**src/include/ulcs_map.vh**
```
// Purpose: Constants for the link-side command decoder and status byte generator.
// Assumes: One 60 MHz interface clock; all inputs except the asynchronous resetn synchronous to it.
// Notes:   Constants are macros; the file is guarded against double inclusion.
//
// Contract
// RL1: Charge pump enabled when pump bit set and external supply bit clear.
// RL2: External supply bit set pulls the open-drain switch output low.
// RL3: Both drive bits clear disable internal and external supplies.
// RL4: Link sets external indicator and passthrough bits to watch the fault input.
// RL5: With monitoring on, fault level becomes host valid; every change sends status.
// RL6: Idle bus value 00h is a no-operation command.
// RL7: Nonzero command accepted with NXT; link then supplies the data bytes.
// RL8: Top two command bits: idle, transmit, register write, register read.
// RL9: Transmit with zero payload sends without identifier after next byte accepted.
// RL10: Transmit with nonzero low nibble uses it as packet identifier.
// RL11: Payload 10 1111b selects extended addressing; an 8-bit address follows.
// RL12: Other register payloads are the six-bit immediate address.
// RL13: Status is sent with DIR high whenever any field changes.
// RL14: Link accepts status bytes at any moment, including back to back.
// RL15: Status may be skipped on low-power exit if the cause vanished.
// RL16: Status byte: line state 1:0, bus state 3:2, event 5:4, ID bit 6.
// RL17: Enabled session-valid rise or fall sends status with bit 7 set; for an edge seen in ST_TURN1 or ST_STAT the code sends status without bit 7.
// RL18: Any change on a data line sends updated line state.
// RL19: Peripheral line state encodings per speed mode are passed through.
// RL20: Host line state encodings per speed mode are passed through.
// RL21: Bus state: 00 below end, 01 between, 10 session valid, 11 host valid.
// RL22: Event: 00 none, 01 active, 11 active with error, 10 disconnect.
// RL23: While DIR is high, NXT is low and status is driven.
// RL24: One turnaround cycle with nobody driving whenever DIR changes.
// RL25: Everything is synchronous to the single interface clock; the code resets asynchronously on resetn.
`ifndef ULCS_MAP_VH
`define ULCS_MAP_VH
`define ULCS_CODE_IDLE   2'h0
`define ULCS_CODE_TX     2'h1
`define ULCS_CODE_REGW   2'h2
`define ULCS_CODE_REGR   2'h3
`define ULCS_EXT_PAYLOAD 6'h2F
`define ULCS_VB_END      2'h0
`define ULCS_VB_LOW      2'h1
`define ULCS_VB_SESS     2'h2
`define ULCS_VB_HOST     2'h3
`define ULCS_EV_NONE     2'h0
`define ULCS_EV_ACTIVE   2'h1
`define ULCS_EV_DISC     2'h2
`define ULCS_EV_ERROR    2'h3
`define ULCS_FIFO_DEPTH  8
`endif

```
**src/hdl/ulcs_phy_cmd.v**
```verilog
// Purpose: Device-side command decoder, status byte sender and supply control.
// Assumes: Link drives data synchronous to clk; register file lives elsewhere.
// Notes:   Status bytes are sent by turning the bus around with DIR.
`include "ulcs_map.vh"
`default_nettype none
module ulcs_phy_cmd #(
	parameter FIFO_DEPTH = `ULCS_FIFO_DEPTH
) (
	input  wire       clk,
	input  wire       resetn,
	input  wire [7:0] data_in,
	output reg  [7:0] data_out,
	output reg        data_oe,
	output reg        dir,
	output wire       nxt,
	input  wire       stp,
	input  wire       charge_pump_drive,
	input  wire       external_supply_drive,
	input  wire       use_external_indicator,
	input  wire       indicator_passthrough,
	input  wire       bvalid_rise_en,
	input  wire       bvalid_fall_en,
	input  wire       fault_in,
	input  wire [1:0] line_state,
	input  wire       sess_end,
	input  wire       sess_vld,
	input  wire       host_vbus_vld,
	input  wire       bvalid,
	input  wire       rx_active,
	input  wire       rx_error,
	input  wire       host_disconnect,
	input  wire       id_pin,
	input  wire       low_power_exit,
	output wire       charge_pump_en,
	output wire       supply_switch_out_n,
	output wire       supply_switch_oe,
	output reg  [1:0] cmd_kind,
	output reg        cmd_strobe,
	output reg  [7:0] reg_addr,
	output reg        addr_valid,
	output reg        tx_nopid,
	output reg  [3:0] tx_pid,
	output wire       tx_valid,
	input  wire       tx_ready,
	output wire [7:0] tx_data
);
	localparam ST_IDLE  = 3'h0;
	localparam ST_ADDR  = 3'h1;
	localparam ST_DATA  = 3'h2;
	localparam ST_TURN1 = 3'h3;
	localparam ST_STAT  = 3'h4;
	localparam ST_TURN0 = 3'h5;

	reg  [2:0] st_r;
	reg  [7:0] sent_r;
	reg        bvalid_r;
	reg        alt_r;
	reg        pend_r;
	wire [1:0] vb_code;
	wire [1:0] ev_code;
	wire [7:0] stat_now;
	wire       alt_evt;
	wire       changed;
	wire       fifo_in_ready;
	reg        accept;

	// ------------------------------------------------------------
	// Supply control.
	// ------------------------------------------------------------
	assign charge_pump_en      = charge_pump_drive && !external_supply_drive; // RL1 RL3
	assign supply_switch_out_n = 1'b0;
	assign supply_switch_oe    = external_supply_drive; // RL2 RL3

	// ------------------------------------------------------------
	// Status byte fields.
	// ------------------------------------------------------------
	function [1:0] ulcs_vb_enc;
		input hv;
		input sv;
		input se;
		begin
			if (hv) begin
				ulcs_vb_enc = `ULCS_VB_HOST;
			end else if (sv) begin
				ulcs_vb_enc = `ULCS_VB_SESS;
			end else if (se) begin
				ulcs_vb_enc = `ULCS_VB_END;
			end else begin
				ulcs_vb_enc = `ULCS_VB_LOW;
			end
		end
	endfunction

	// Fault level replaces the comparator when both monitoring bits are set.
	assign vb_code = ulcs_vb_enc((use_external_indicator && indicator_passthrough) ? fault_in
		: host_vbus_vld, sess_vld, sess_end); // RL5 RL21

	assign ev_code = host_disconnect ? `ULCS_EV_DISC :
		(rx_active && rx_error) ? `ULCS_EV_ERROR :
		rx_active ? `ULCS_EV_ACTIVE : `ULCS_EV_NONE; // RL22

	// Line state is passed through as the analog front end encodes it.
	assign stat_now = {alt_r, id_pin, ev_code, vb_code, line_state}; // RL16 RL19 RL20

	assign alt_evt = (bvalid && !bvalid_r && bvalid_rise_en) ||
		(!bvalid && bvalid_r && bvalid_fall_en); // RL17

	assign changed = (stat_now[6:0] != sent_r[6:0]) || alt_evt; // RL13 RL18 RL5

	// ------------------------------------------------------------
	// Link bus state machine.
	// ------------------------------------------------------------
	assign nxt = accept && !dir; // RL23

	ulcs_fifo #(
		.WIDTH (8),
		.DEPTH (FIFO_DEPTH),
		.AW    (3)
	) u_fifo (
		.clk       (clk),
		.resetn    (resetn),
		.in_valid  (accept && st_r == ST_DATA),
		.in_ready  (fifo_in_ready),
		.in_data   (data_in),
		.out_valid (tx_valid),
		.out_ready (tx_ready),
		.out_data  (tx_data)
	);

	always @* begin
		case (st_r)
			ST_IDLE: accept = (data_in != 8'h00) && !pend_r && !changed; // RL6 RL7
			ST_ADDR: accept = 1'b1; // RL11
			ST_DATA: accept = fifo_in_ready && !stp;
			default: accept = 1'b0;
		endcase
	end

	always @(posedge clk or negedge resetn) begin
		if (!resetn) begin
			st_r       <= ST_IDLE;
			sent_r     <= 8'h00;
			bvalid_r   <= 1'b0;
			alt_r      <= 1'b0;
			pend_r     <= 1'b0;
			dir        <= 1'b0;
			data_out   <= 8'h00;
			data_oe    <= 1'b0;
			cmd_kind   <= `ULCS_CODE_IDLE;
			cmd_strobe <= 1'b0;
			reg_addr   <= 8'h00;
			addr_valid <= 1'b0;
			tx_nopid   <= 1'b0;
			tx_pid     <= 4'h0;
		end else begin
			bvalid_r   <= bvalid;
			cmd_strobe <= 1'b0;
			addr_valid <= 1'b0;
			if (alt_evt) begin
				alt_r <= 1'b1;
			end
			// A change that the low-power exit has already undone is dropped.
			if (changed && !(low_power_exit && !alt_evt)) begin // RL15
				pend_r <= 1'b1;
			end
			case (st_r)
				ST_IDLE: begin
					if (pend_r || changed) begin
						st_r <= ST_TURN1;
						dir  <= 1'b1; // RL13
					end else if (accept) begin
						cmd_kind   <= data_in[7:6]; // RL8
						cmd_strobe <= 1'b1;
						tx_pid     <= data_in[3:0]; // RL10
						tx_nopid   <= (data_in[7:6] == `ULCS_CODE_TX) &&
							(data_in[5:0] == 6'h00); // RL9
						if (data_in[7:6] != `ULCS_CODE_TX &&
							data_in[5:0] == `ULCS_EXT_PAYLOAD) begin
							st_r <= ST_ADDR; // RL11
						end else begin
							reg_addr   <= {2'h0, data_in[5:0]}; // RL12
							addr_valid <= (data_in[7:6] != `ULCS_CODE_TX);
							st_r       <= ST_DATA;
						end
					end
				end
				ST_ADDR: begin
					reg_addr   <= data_in; // RL11
					addr_valid <= 1'b1;
					st_r       <= ST_DATA;
				end
				ST_DATA: begin
					// Bytes after acceptance, NOPID data included, enter the FIFO.
					if (stp) begin // RL9
						st_r <= ST_IDLE;
					end
				end
				ST_TURN1: begin
					data_out <= stat_now; // RL24
					data_oe  <= 1'b1;
					sent_r   <= stat_now;
					st_r     <= ST_STAT;
				end
				ST_STAT: begin
					if (changed) begin
						data_out <= stat_now; // RL14
						sent_r   <= stat_now;
					end else begin
						data_oe <= 1'b0;
						dir     <= 1'b0;
						alt_r   <= 1'b0;
						pend_r  <= 1'b0;
						st_r    <= ST_TURN0; // RL24
					end
				end
				ST_TURN0: begin
					st_r <= ST_IDLE;
				end
				default: begin
					st_r <= ST_IDLE;
				end
			endcase
		end
	end
	// RL25: single clock throughout.
endmodule
`default_nettype wire

```
**src/hdl/ulcs_fifo.v**
```verilog
// Purpose: Small synchronous FIFO for the transmit data path.
// Assumes: Single clock, asynchronous active-low reset.
// Notes:   Full and empty are exact; pointers carry one extra wrap bit.
`default_nettype none
module ulcs_fifo #(
	parameter WIDTH = 8,
	parameter DEPTH = 8,
	parameter AW    = 3
) (
	input  wire             clk,
	input  wire             resetn,
	input  wire             in_valid,
	output wire             in_ready,
	input  wire [WIDTH-1:0] in_data,
	output wire             out_valid,
	input  wire             out_ready,
	output wire [WIDTH-1:0] out_data
);
	reg [WIDTH-1:0] mem [0:DEPTH-1];
	reg [AW:0]      wp_r;
	reg [AW:0]      rp_r;
	wire            empty;
	wire            full;

	assign empty     = (wp_r == rp_r);
	assign full      = (wp_r[AW-1:0] == rp_r[AW-1:0]) && (wp_r[AW] != rp_r[AW]);
	assign in_ready  = !full;
	assign out_valid = !empty;
	assign out_data  = mem[rp_r[AW-1:0]];

	always @(posedge clk) begin
		if (in_valid && !full) begin
			mem[wp_r[AW-1:0]] <= in_data;
		end
	end

	always @(posedge clk or negedge resetn) begin
		if (!resetn) begin
			wp_r <= {(AW+1){1'b0}};
			rp_r <= {(AW+1){1'b0}};
		end else begin
			if (in_valid && !full) begin
				wp_r <= wp_r + 1'b1;
			end
			if (out_ready && !empty) begin
				rp_r <= rp_r + 1'b1;
			end
		end
	end
endmodule
`default_nettype wire

```
**config.mk**
```make
export PLATFORM = sky130hd
export DESIGN_NAME = ulcs_phy_cmd
export DESIGN_NICKNAME = d
export VERILOG_FILES = /design/src/hdl/ulcs_phy_cmd.v /design/src/hdl/ulcs_fifo.v
export VERILOG_INCLUDE_DIRS = /design/src /design/src/include
export SDC_FILE = /design/constraint.sdc
export NUM_CORES = 1
export LEC_CHECK = 0
export ABC_AREA = 1
export BUFFER_PORTS_ARGS = -buffer_cell sky130_fd_sc_hd__buf_4
export CORE_ASPECT_RATIO = 0.75
export CORE_MARGIN = 4
export CORE_UTILIZATION = 57
export CTS_CLUSTER_DIAMETER = 100
export DETAILED_ROUTE_END_ITERATION = 12
export HOLD_SLACK_MARGIN = 0.08
export PLACE_DENSITY_LB_ADDON = 0.1
export SYNTH_ARGS = -nofsm -noshare
export SYNTH_HDL_FRONTEND = slang
export SYNTH_SLANG_ARGS = --single-unit
```
**constraint.sdc**
```tcl
create_clock -name clk -period 3 [get_ports clk]
set_input_delay 0.75 -clock clk [delete_from_list [all_inputs] [get_ports clk]]
set_output_delay 0.75 -clock clk [all_outputs]
set_load 0.01 [all_outputs]
```
==> flow_metrics.py, run 1 <==
metrics = {
    "timing": {
        "hold_slack_ns": 0.366,
        "setup_ws_ns": 0.249,
        "min_period_ns": 2.75,
        "setup_tns_ns": 0,
        "fmax_mhz": 364,
        "min_period_over_period_pct": 91.7,
        "worst_pin_slew_ns": 0.577,
        "relSlewSlack_pct": 61.4,
        "drv_slew": 0,
        "skew_ns": 0.0110,
        "setup_viol": 0,
        "hold_viol_final": 0,
        "rsz0062_at_grt": "no",
    },
    "routing": {
        "drc_errors": 0,
        "routed_wl_um": 10100,
        "drt_iter0_drc": 214,
        "viasPerCell": 5.29,
        "drtAntennaViolNets": 0,
        "drt_pre_antenna_iters": 4,
        "wl_per_cell_um": 15.9,
        "via_count": 3344,
    },
    "critical_path": {
        "r2r-end": "u_fifo.mem[2][5]$_DFFE_PP_",
        "arrival_ns": 2.00,
        "end_kind": "output port",
        "cpPeakStageDelay_ns": 0.35,
        "crit_type": "reg -> out",
        "slowest_stage": "dfrtp_1",
        "reg2reg_slack_ns": 0.79,
        "r2r_cells": 8,
        "cp_common_cell": "buf_4",
        "worst-path-stages": 6,
        "worstPathCellList": "buf_4 > xnor2_1 > nand4_1 > a21oi_4 > a21oi_2 > buf_4",
        "cp.required_ns": 2.25,
        "r2r_start": "u_fifo.rp_r[0]$_DFFE_PN0P_",
        "path_buf_inv": 2,
        "cp-start-kind": "flop",
        "cpLargestDelayFamily": "buffers and inverters",
        "cp_max_fo": 34,
    },
    "layout": {
        "antenna_cells": 0,
        "area_growth_pct": 17.8,
        "fillCellCount": 589,
        "nets": 554,
        "drive_above_1_share_pct": 26.2,
    },
    "cts": {
        "cts_buffers": 9,
        "cts-root-buf": "clkbuf_8",
        "cts_tree": "built",
        "post-cts-setup-buffer-count": 0,
        "clkSlewWorstSetupHoldPaths_ns": 0.10,
        "cts.sinks": 105,
        "clk_latency_ns": 0.36,
        "cts_hold_buf": 0,
        "ctsResizeCount": 0,
        "htree_levels": 3,
        "clock_path_buffers": 2,
    },
    "power_and_ir_drop": {
        "p_leak_nw": 2.38,
        "ir_drop_v": 0.000473,
        "p_per_area_mw_per_mm2": 894,
        "finalPower_w": 0.00494,
    },
    "place": {
        "gp_congestion": 0.843,
        "place_ws_ns": 0.341,
        "hpwl_um": 7040,
        "io_buffers": 68,
    },
    "synth": {
        "synthArstFlopShare_pct": 39.0,
        "synthDistinctLibCells": 38,
        "syn_inst": 445,
        "synth_top_area_share_pct": 40.9,
        "ys.flop_type": "edfxtp_1",
        "synth_most_common_cell": "nand2_1",
        "ys_seq_elements": 105,
        "synthTopCellsByCount": "nand2_1 (76), nor2_1 (71), edfxtp_1 (64), dfrtp_1 (41), o21ai_0 (36)",
        "ys_seq_area_share_pct": 62.8,
        "yosys_warnings": 0,
        "synth_edf_count": 64,
        "synth_nets": 477,
        "synth_area_leaders": "edfxtp_1 (41%), dfrtp_1 (22%), nand2_1 (6.1%)",
        "synth_area_mm2": 0.00469,
        "yosysTopAreaCell": "edfxtp_1",
        "synth.avg_cell_area_um2": 10.5,
    },
    "die": {
        "die_h_um": 86.6,
        "std_cell_rows": 28,
        "io_pins": 70,
        "die-area_mm2": 0.00976,
        "core_mm2": 0.00795,
        "die_x_um": 113,
        "start_util_pct": 59.0,
    },
    "grt": {
        "grt_pass1_wl_um": 16600,
        "antenna_found_initial": 0,
        "grt_usage_pct": 22.0,
        "grt_overflow": 0,
        "grt_max_degree": 42,
        "grt_pass1_vias": 3313,
    },
    "status": {
        "status": "completed",
    },
    "job": {
        "max-cap-violations": 0,
    },
    "min_path": {
        "hp-class": "in -> async",
    },
}
[power breakdown]
group	internal, W	total [W]	leakage [nW]	switching [W]
registers	0.00179	0.00197	1.08	0.000180
clock network	0.000314	0.000800	0.0927	0.000486
logic	0.000848	0.00217	1.21	0.00132
[per-stage QoR]
stage                     cells  instance area (µm²)  util (%)
after detailed placement    616                 5350      67.3
after floorplan             445                 4690         -
after global routing        632                 5530      69.5
after global placement      616                 5350      67.3
after CTS                   632                 5530      69.5
final                       632                 5530      69.5
[flip-flops by register name (all words and copies together) (netlist names), 2 cells and up]
name / flops
cmd_kind: 2
st_r: 3
u_fifo.wp_r: 4
sent_r: 8
u_fifo.rp_r: 4
tx_pid: 4
reg_addr: 8
u_fifo.mem: 64
[worst register-to-register path, cell delays in order (launching register included)]
cell	delay (ns)
dfrtp_1	0.35
buf_4	0.35
xnor2_1	0.16
nand4_1	0.20
nand2_1	0.16
inv_1	0.15
nand2_1	0.15
nor3_1	0.21
buf_4	0.21
[cells in the final DEF, fill, tap and decap left out, drive strengths merged]
cell type  synthesis  layout
clkbuf             8      10
clkinv             1       5
nand3b             1       1
buf                7      81
nand2             84      84
nand3             20      20
o22ai              8       8
o21ai             49      49
xor2               6       6
inv               40      42
edfxtp            64      64
nor2              74      74
ha                 2       2
nor4               2       2
xnor2              4       4
dfrtp             41      41
a21oi              6       6
a31oi              9       9
nor3               9       9
and2               1       1
nand4              7       7
or2                1       1
conb               1       1
[final cells by class]
| type | count | area (µm²) | area share [%] |
|---|---|---|---|
| tap | 105 | 131 | 2.38 |
| clock buffer | 10 | 128 | 2.31 |
| sequential | 105 | 2950 | 53.3 |
| clock inverter | 6 | 51.3 | 0.928 |
| timing repair buffer | 81 | 621 | 11.2 |
| multi-input combinational | 284 | 1500 | 27.1 |
| inverter | 41 | 154 | 2.78 |
[kinds of logic after synthesis]
| family | synth area share [%] |
|---|---|
| xor+xnor | 1.87 |
| simple gates | 19.6 |
| buf+inv | 5.30 |
| compound gates | 9.81 |
| flops | 62.8 |
| other cells | 0.0799 |
| fa+ha+maj | 0.533 |
[worst max path at each step]
| stage | from | end | slack (ns) |
|---|---|---|---|
| 4_1_cts | u_fifo.rp_r[0]$_DFFE_PN0P_ | nxt | 0.24 |
| 3_3_place_gp | bvalid | nxt | 0.40 |
| 2_1_floorplan | bvalid | nxt | 0.50 |
| 3_5_place_dp | data_in[3] | nxt | 0.34 |
| 6_report | u_fifo.rp_r[0]$_DFFE_PN0P_ | nxt | 0.25 |
| 5_1_grt | u_fifo.rp_r[0]$_DFFE_PN0P_ | nxt | 0.09 |
[layer usage]
layer / up-vias / track usage, % / wire length (µm)
li1: 1651 / - / -
met1: 1592 / 32.0 / 4840
met2: 95 / 33.7 / 4570
met3: 6 / 5.30 / 596
met4: 0 / 5.46 / 52
met5: - / 0 / 0
No activity file was read; power rests on OpenSTA's default activity.
==> inputs of run 2 (changes only) <==
--- a/config.mk
+++ b/config.mk
@@ -10,7 +10,7 @@
 export BUFFER_PORTS_ARGS = -buffer_cell sky130_fd_sc_hd__buf_4
 export CORE_ASPECT_RATIO = 0.75
 export CORE_MARGIN = 4
-export CORE_UTILIZATION = 57
+export CORE_UTILIZATION = 61
 export CTS_CLUSTER_DIAMETER = 100
 export DETAILED_ROUTE_END_ITERATION = 12
 export HOLD_SLACK_MARGIN = 0.08
==> constraint.sdc (replaced) <==
create_clock -name clk -period 3.4 [get_ports clk]
set_input_delay 0.85 -clock clk [delete_from_list [all_inputs] [get_ports clk]]
set_output_delay 0.85 -clock clk [all_outputs]
set_load 0.01 [all_outputs]
==> run 2 against run 1 <==
Effect of this change: cell area is essentially flat; global-route usage increased by 1.5 points; via count grew 1.6%; die area decreased by 6.0%; largest power group unchanged; hold slack improved by 0.085 ns; cell count down 0.63%; critical endpoint is now tx_data[1]; clock power shrank 7.5%; total power fell by 12%; sequential power fell by 12%; utilization rose by 5.2 points; largest cell class unchanged; worst setup slack better by 0.18 ns; combinational power down 12%.
==> flow_metrics.py, run 2 (same netlist as run 1, synthesis figures left out) <==
metrics = {
    "power_and_ir_drop": {
        "p_per_area_mw_per_mm2": 790,
        "p_clk_share_pct": 16.9,
        "p_leak_nw": 2.38,
        "combPwrFrac_pct": 43.5,
        "ir_drop_v": 0.000478,
        "switching_power_w": 0.00177,
        "seqPwrFrac_pct": 39.6,
        "intPower_w": 0.00260,
        "switching_share_pct": 40.4,
    },
    "die": {
        "die_h_um": 84.0,
        "core_mm2": 0.00740,
        "die_x_um": 109,
        "io_pins": 70,
        "start_util_pct": 63.4,
        "std_cell_rows": 27,
        "die-area_mm2": 0.00918,
    },
    "routing": {
        "viasPerCell": 5.41,
        "drt_pre_antenna_iters": 5,
        "via_count": 3396,
        "drt_iter0_drc": 283,
        "drc_errors": 0,
        "routed_wl_um": 9970,
        "wl_per_cell_um": 15.9,
        "drtAntennaViolNets": 0,
    },
    "cts": {
        "cts.sinks": 105,
        "cts_buffers": 9,
        "clk_latency_ns": 0.37,
        "cts_hold_buf": 0,
        "clock_path_buffers": 2,
        "htree_levels": 3,
        "clkSlewWorstSetupHoldPaths_ns": 0.10,
        "ctsResizeCount": 0,
        "cts_tree": "built",
        "cts-root-buf": "clkbuf_8",
        "post-cts-setup-buffer-count": 0,
    },
    "critical_path": {
        "reg2reg_slack_ns": 1.08,
        "arrival_ns": 2.12,
        "r2r_cells": 8,
        "r2r_start": "u_fifo.rp_r[0]$_DFFE_PN0P_",
        "r2r-end": "u_fifo.mem[1][2]$_DFFE_PP_",
        "worstPathCellList": "inv_1 > buf_4 > o21ai_0 > o22ai_1 > nor2_1 > a31oi_1 > buf_4",
        "crit_type": "reg -> out",
        "path_buf_inv": 3,
        "cp.required_ns": 2.55,
        "cp_max_fo": 20,
        "end_kind": "output port",
        "cp-start-kind": "flop",
        "cpPeakStageDelay_ns": 0.39,
        "slowest_stage": "dfrtp_1",
        "cp_common_cell": "buf_4",
        "cpLargestDelayFamily": "buffers and inverters",
    },
    "grt": {
        "grt_max_degree": 42,
        "grt_pass1_vias": 3309,
        "antenna_found_initial": 0,
        "grt_overflow": 0,
        "grt_usage_pct": 23.4,
        "grt_pass1_wl_um": 16500,
    },
    "min_path": {
        "hp-class": "in -> async",
    },
    "layout": {
        "antenna_cells": 0,
        "final_cell_mix": "buf_4 (81), nand2_1 (76), nor2_1 (71)",
        "layout_commonest_cell": "buf_4",
        "regArea_mm2": 0.00295,
        "nets": 554,
        "largest_reg_flops": 64,
        "fillCellCount": 527,
        "drive_above_1_share_pct": 26.2,
        "multi_input_area_mm2": 0.00150,
        "area_growth_pct": 17.7,
        "fin_cells": 628,
    },
    "place": {
        "place_ws_ns": 0.565,
        "io_buffers": 68,
        "gp_congestion": 0.844,
        "dpl.cell_count": 612,
        "hpwl_um": 6900,
    },
    "timing": {
        "setup_tns_ns": 0,
        "min_period_ns": 2.97,
        "setup_viol": 0,
        "drv_slew": 0,
        "worst_pin_slew_ns": 0.762,
        "fmax_mhz": 336,
        "relSlewSlack_pct": 48.8,
        "min_period_over_period_pct": 87.5,
        "hold_slack_ns": 0.452,
        "setup_ws_ns": 0.426,
        "rsz0062_at_grt": "no",
        "skew_ns": 0.0152,
        "hold_viol_final": 0,
    },
    "job": {
        "max-cap-violations": 0,
    },
    "status": {
        "status": "completed",
    },
}
==> run 2: changes by cell type in the layout (fill, tap and decap cells not counted) <==
cell | previous run | this run
clkinv_4 | 3 | 1
inv_8 | 1 | 2
clkinv_2 | 1 | 0
clkinv_8 | 0 | 1
clkbuf_1 | 1 | 0
buf_4 | 80 | 81
clkinv_1 | 1 | 2
inv_6 | 1 | 2
buf_12 | 1 | 0
==> run 2: worst max-delay path by stage <==
stage | slack (ns) | startpoint | to | depth (start not counted)
4_1_cts | 0.42 | u_fifo.rp_r[0]$_DFFE_PN0P_ | tx_data[1] | 7
6_report | 0.43 | u_fifo.rp_r[0]$_DFFE_PN0P_ | tx_data[1] | 7
3_5_place_dp | 0.57 | line_state[1] | nxt | 11
3_3_place_gp | 0.60 | line_state[1] | nxt | 11
5_1_grt | 0.24 | u_fifo.rp_r[0]$_DFFE_PN0P_ | tx_data[1] | 7
2_1_floorplan | 0.70 | bvalid | nxt | 10
==> run 2: area by class of cell <==
type,count,area share [%]
Clock buffer,9,2.24
Clock inverter,7,1.25
Inverter,41,2.79
Multi-Input combinational cell,284,27.1
Sequential cell,105,53.4
Tap cell,101,2.29
Timing Repair Buffer,81,11.0
==> run 2: layer usage <==
| metal | share of wire (%) | wire length [µm] | global-route usage [%] |
|---|---|---|---|
| met5 | 0 | 0 | 0 |
| met4 | 0.73 | 73 | 4.76 |
| met3 | 8.7 | 863 | 6.73 |
| met2 | 48 | 4760 | 36.8 |
| met1 | 43 | 4270 | 32.8 |
==> run 2: power groups by stage <==
stage          logic [W]  clock network (W)  registers, W
3_5_place_dp     0.00190                  0       0.00175
2_1_floorplan    0.00123                  0       0.00177
3_3_place_gp     0.00186                  0       0.00174
5_1_grt          0.00213           0.000814       0.00175
4_1_cts          0.00191           0.000757       0.00173
6_report         0.00190           0.000740       0.00173
==> run 2: per-stage QoR <==
step / power, W / utilization, % / instance area [µm²]
finish: 0.00437 / 74.7 / 5530
detailed placement: 0.00365 / 72.1 / 5330
floorplan: 0.00300 / - / 4690
global route: 0.00469 / 74.7 / 5530
CTS: 0.00439 / 74.7 / 5530
global placement: 0.00360 / 72.1 / 5330
==> inputs of run 3 (changes only) <==
--- a/config.mk
+++ b/config.mk
@@ -10,11 +10,12 @@
 export BUFFER_PORTS_ARGS = -buffer_cell sky130_fd_sc_hd__buf_4
 export CORE_ASPECT_RATIO = 0.75
 export CORE_MARGIN = 4
-export CORE_UTILIZATION = 61
+export CORE_UTILIZATION = 43
 export CTS_CLUSTER_DIAMETER = 100
 export DETAILED_ROUTE_END_ITERATION = 12
 export HOLD_SLACK_MARGIN = 0.08
 export PLACE_DENSITY_LB_ADDON = 0.1
+export RECOVER_POWER = 50
 export SYNTH_ARGS = -nofsm -noshare
 export SYNTH_HDL_FRONTEND = slang
 export SYNTH_SLANG_ARGS = --single-unit
==> run 3 against run 2 <==
Effect of this change: combinational power is essentially flat; the flow now finishes with violations (max-capacitance violations, max-slew violations); flip-flop and latch count is the same; via count shrank 1.3%; critical path depth grew 1.
==> flow_metrics.py, run 3 (same netlist as run 1, synthesis figures left out) <==
metrics = {
    "routing": {
        "drc_errors": 0,
        "wl_per_cell_um": 15.9,
        "via_count": 3351,
        "routed_wl_um": 10500,
        "drtAntennaViolNets": 0,
        "drt_pre_antenna_iters": 4,
        "viasPerCell": 5.05,
        "drt_iter0_drc": 254,
    },
    "timing": {
        "hold_slack_ns": 0.481,
        "rsz0062_at_grt": "no",
        "setup_tns_ns": 0,
        "min_period_over_period_pct": 88.7,
        "skew_ns": 0.00840,
        "fmax_mhz": 332,
        "setup_viol": 0,
        "relSlewSlack_pct": -48.2,
        "worst_pin_slew_ns": 2.22,
        "drv_slew": 42,
        "min_period_ns": 3.02,
        "hold_viol_final": 0,
    },
    "grt": {
        "grt_usage_pct": 17.5,
        "grtUsageMet1_pct": 26.0,
        "grt_pass1_wl_um": 17300,
        "busiest_layer": "met1",
        "grt_overflow": 0,
        "grt_util_met2_pct": 25.3,
        "antenna_found_initial": 0,
        "gr-usage-met3_pct": 5.15,
        "grt_max_degree": 42,
        "grt_pass1_vias": 3315,
    },
    "layout": {
        "final_util_pct": 53.2,
        "area_growth_pct": 18.5,
        "drive_above_1_share_pct": 21.6,
        "nets": 555,
        "fin_area_mm2": 0.00556,
        "largest_reg_flops": 64,
        "final_cell_mix": "nand2_1 (76), nor2_1 (72), edfxtp_1 (64)",
        "layout_commonest_cell": "nand2_1",
        "fin_cells": 664,
        "antenna_cells": 0,
    },
    "die": {
        "die-area_mm2": 0.0127,
        "core_mm2": 0.0105,
        "die_h_um": 98.5,
        "io_pins": 70,
        "start_util_pct": 44.9,
        "std_cell_rows": 32,
        "die_x_um": 129,
    },
    "cts": {
        "post-cts-setup-buffer-count": 0,
        "htree_levels": 3,
        "clkSlewWorstSetupHoldPaths_ns": 0.07,
        "clk_latency_ns": 0.35,
        "ctsResizeCount": 0,
        "cts_buffers": 9,
        "cts.sinks": 105,
        "cts_tree": "built",
        "clock_path_buffers": 2,
        "cts_hold_buf": 0,
        "cts-root-buf": "clkbuf_16",
    },
    "critical_path": {
        "arrival_ns": 2.17,
        "cpLargestDelayFamily": "simple AND/OR/NAND/NOR gates",
        "end_kind": "output port",
        "path_buf_inv": 2,
        "cpPeakStageDelay_ns": 0.40,
        "worstPathCellList": "clkbuf_1 > nor2_1 > nand4_1 > nor3_1 > nor3_1 > nand2_2 > a21oi_2 > buf_4",
        "cp-start-kind": "primary input",
        "cp_max_fo": 12,
        "slowest_stage": "clkbuf_1",
        "cp.required_ns": 2.55,
        "cp_common_cell": "nor3_1",
        "crit_type": "in -> out",
    },
    "job": {
        "max-cap-violations": 1,
    },
    "status": {
        "violations": "max-capacitance violations, max-slew violations",
        "status": "complete, but fails checks",
    },
    "power_and_ir_drop": {
        "ir_drop_v": 0.000435,
        "p_leak_nw": 2.34,
        "p_per_area_mw_per_mm2": 822,
    },
    "place": {
        "io_buffers": 68,
        "gp_congestion": 0.804,
        "dpl_cell_area_mm2": 0.00538,
        "dpl.cell_count": 648,
        "hpwl_um": 7450,
    },
    "min_path": {
        "hp-class": "reg -> reg",
    },
}
## run 3: routing by layer
layer	wire length (µm)	share of wire [%]
met5	0	0
met4	106	1.0
met3	706	6.7
met2	4620	44
met1	5100	48
## run 3: power by group
part / total, W / switching [W] / internal, W
combinational: 0.00188 / 0.00118 / 0.000708
sequential: 0.00172 / 0.000141 / 0.00158
clock: 0.000960 / 0.000442 / 0.000518
## run 3: through the flow
stage	setup slack [ns]	total power [W]
3_5_place_dp	0.559	0.00370
4_1_cts	0.555	0.00467
3_3_place_gp	0.568	0.00367
6_report	0.384	0.00457
5_1_grt	0.229	0.00491
2_1_floorplan	0.699	0.00300
## run 3: area by class of cell
type | instances | area (µm²)
clock buffers | 12 | 246
fillers | 948 | 4890
repair buffers | 82 | 533
flip-flops and latches | 105 | 2950
inverters | 41 | 154
multi-input cells | 284 | 1480
well taps | 136 | 170
clock inverters | 4 | 26.3
## run 3: path summary, 6_finish.rpt
kind,start,cells after the start,slack (ns),endpoint
hold / removal,data_oe$_DFFE_PN0P_,2,0.48,data_oe$_DFFE_PN0P_
min in group asynchronous,resetn,1,1.16,tx_pid[0]$_DFFE_PN0P_
max in group asynchronous,resetn,1,0.97,u_fifo.rp_r[2]$_DFFE_PN0P_
hold reg to reg,data_oe$_DFFE_PN0P_,2,0.48,data_oe$_DFFE_PN0P_
setup / recovery,data_in[0],8,0.38,nxt
setup reg to reg,u_fifo.rp_r[1]$_DFFE_PN0P_,7,1.04,u_fifo.mem[0][0]$_DFFE_PP_
## run 3: tightest hold or removal path, delay by kind of cell (launching register included)
family	cells	cell delay, ns
and+or+nand+nor	2	0.10
DFF	1	0.35
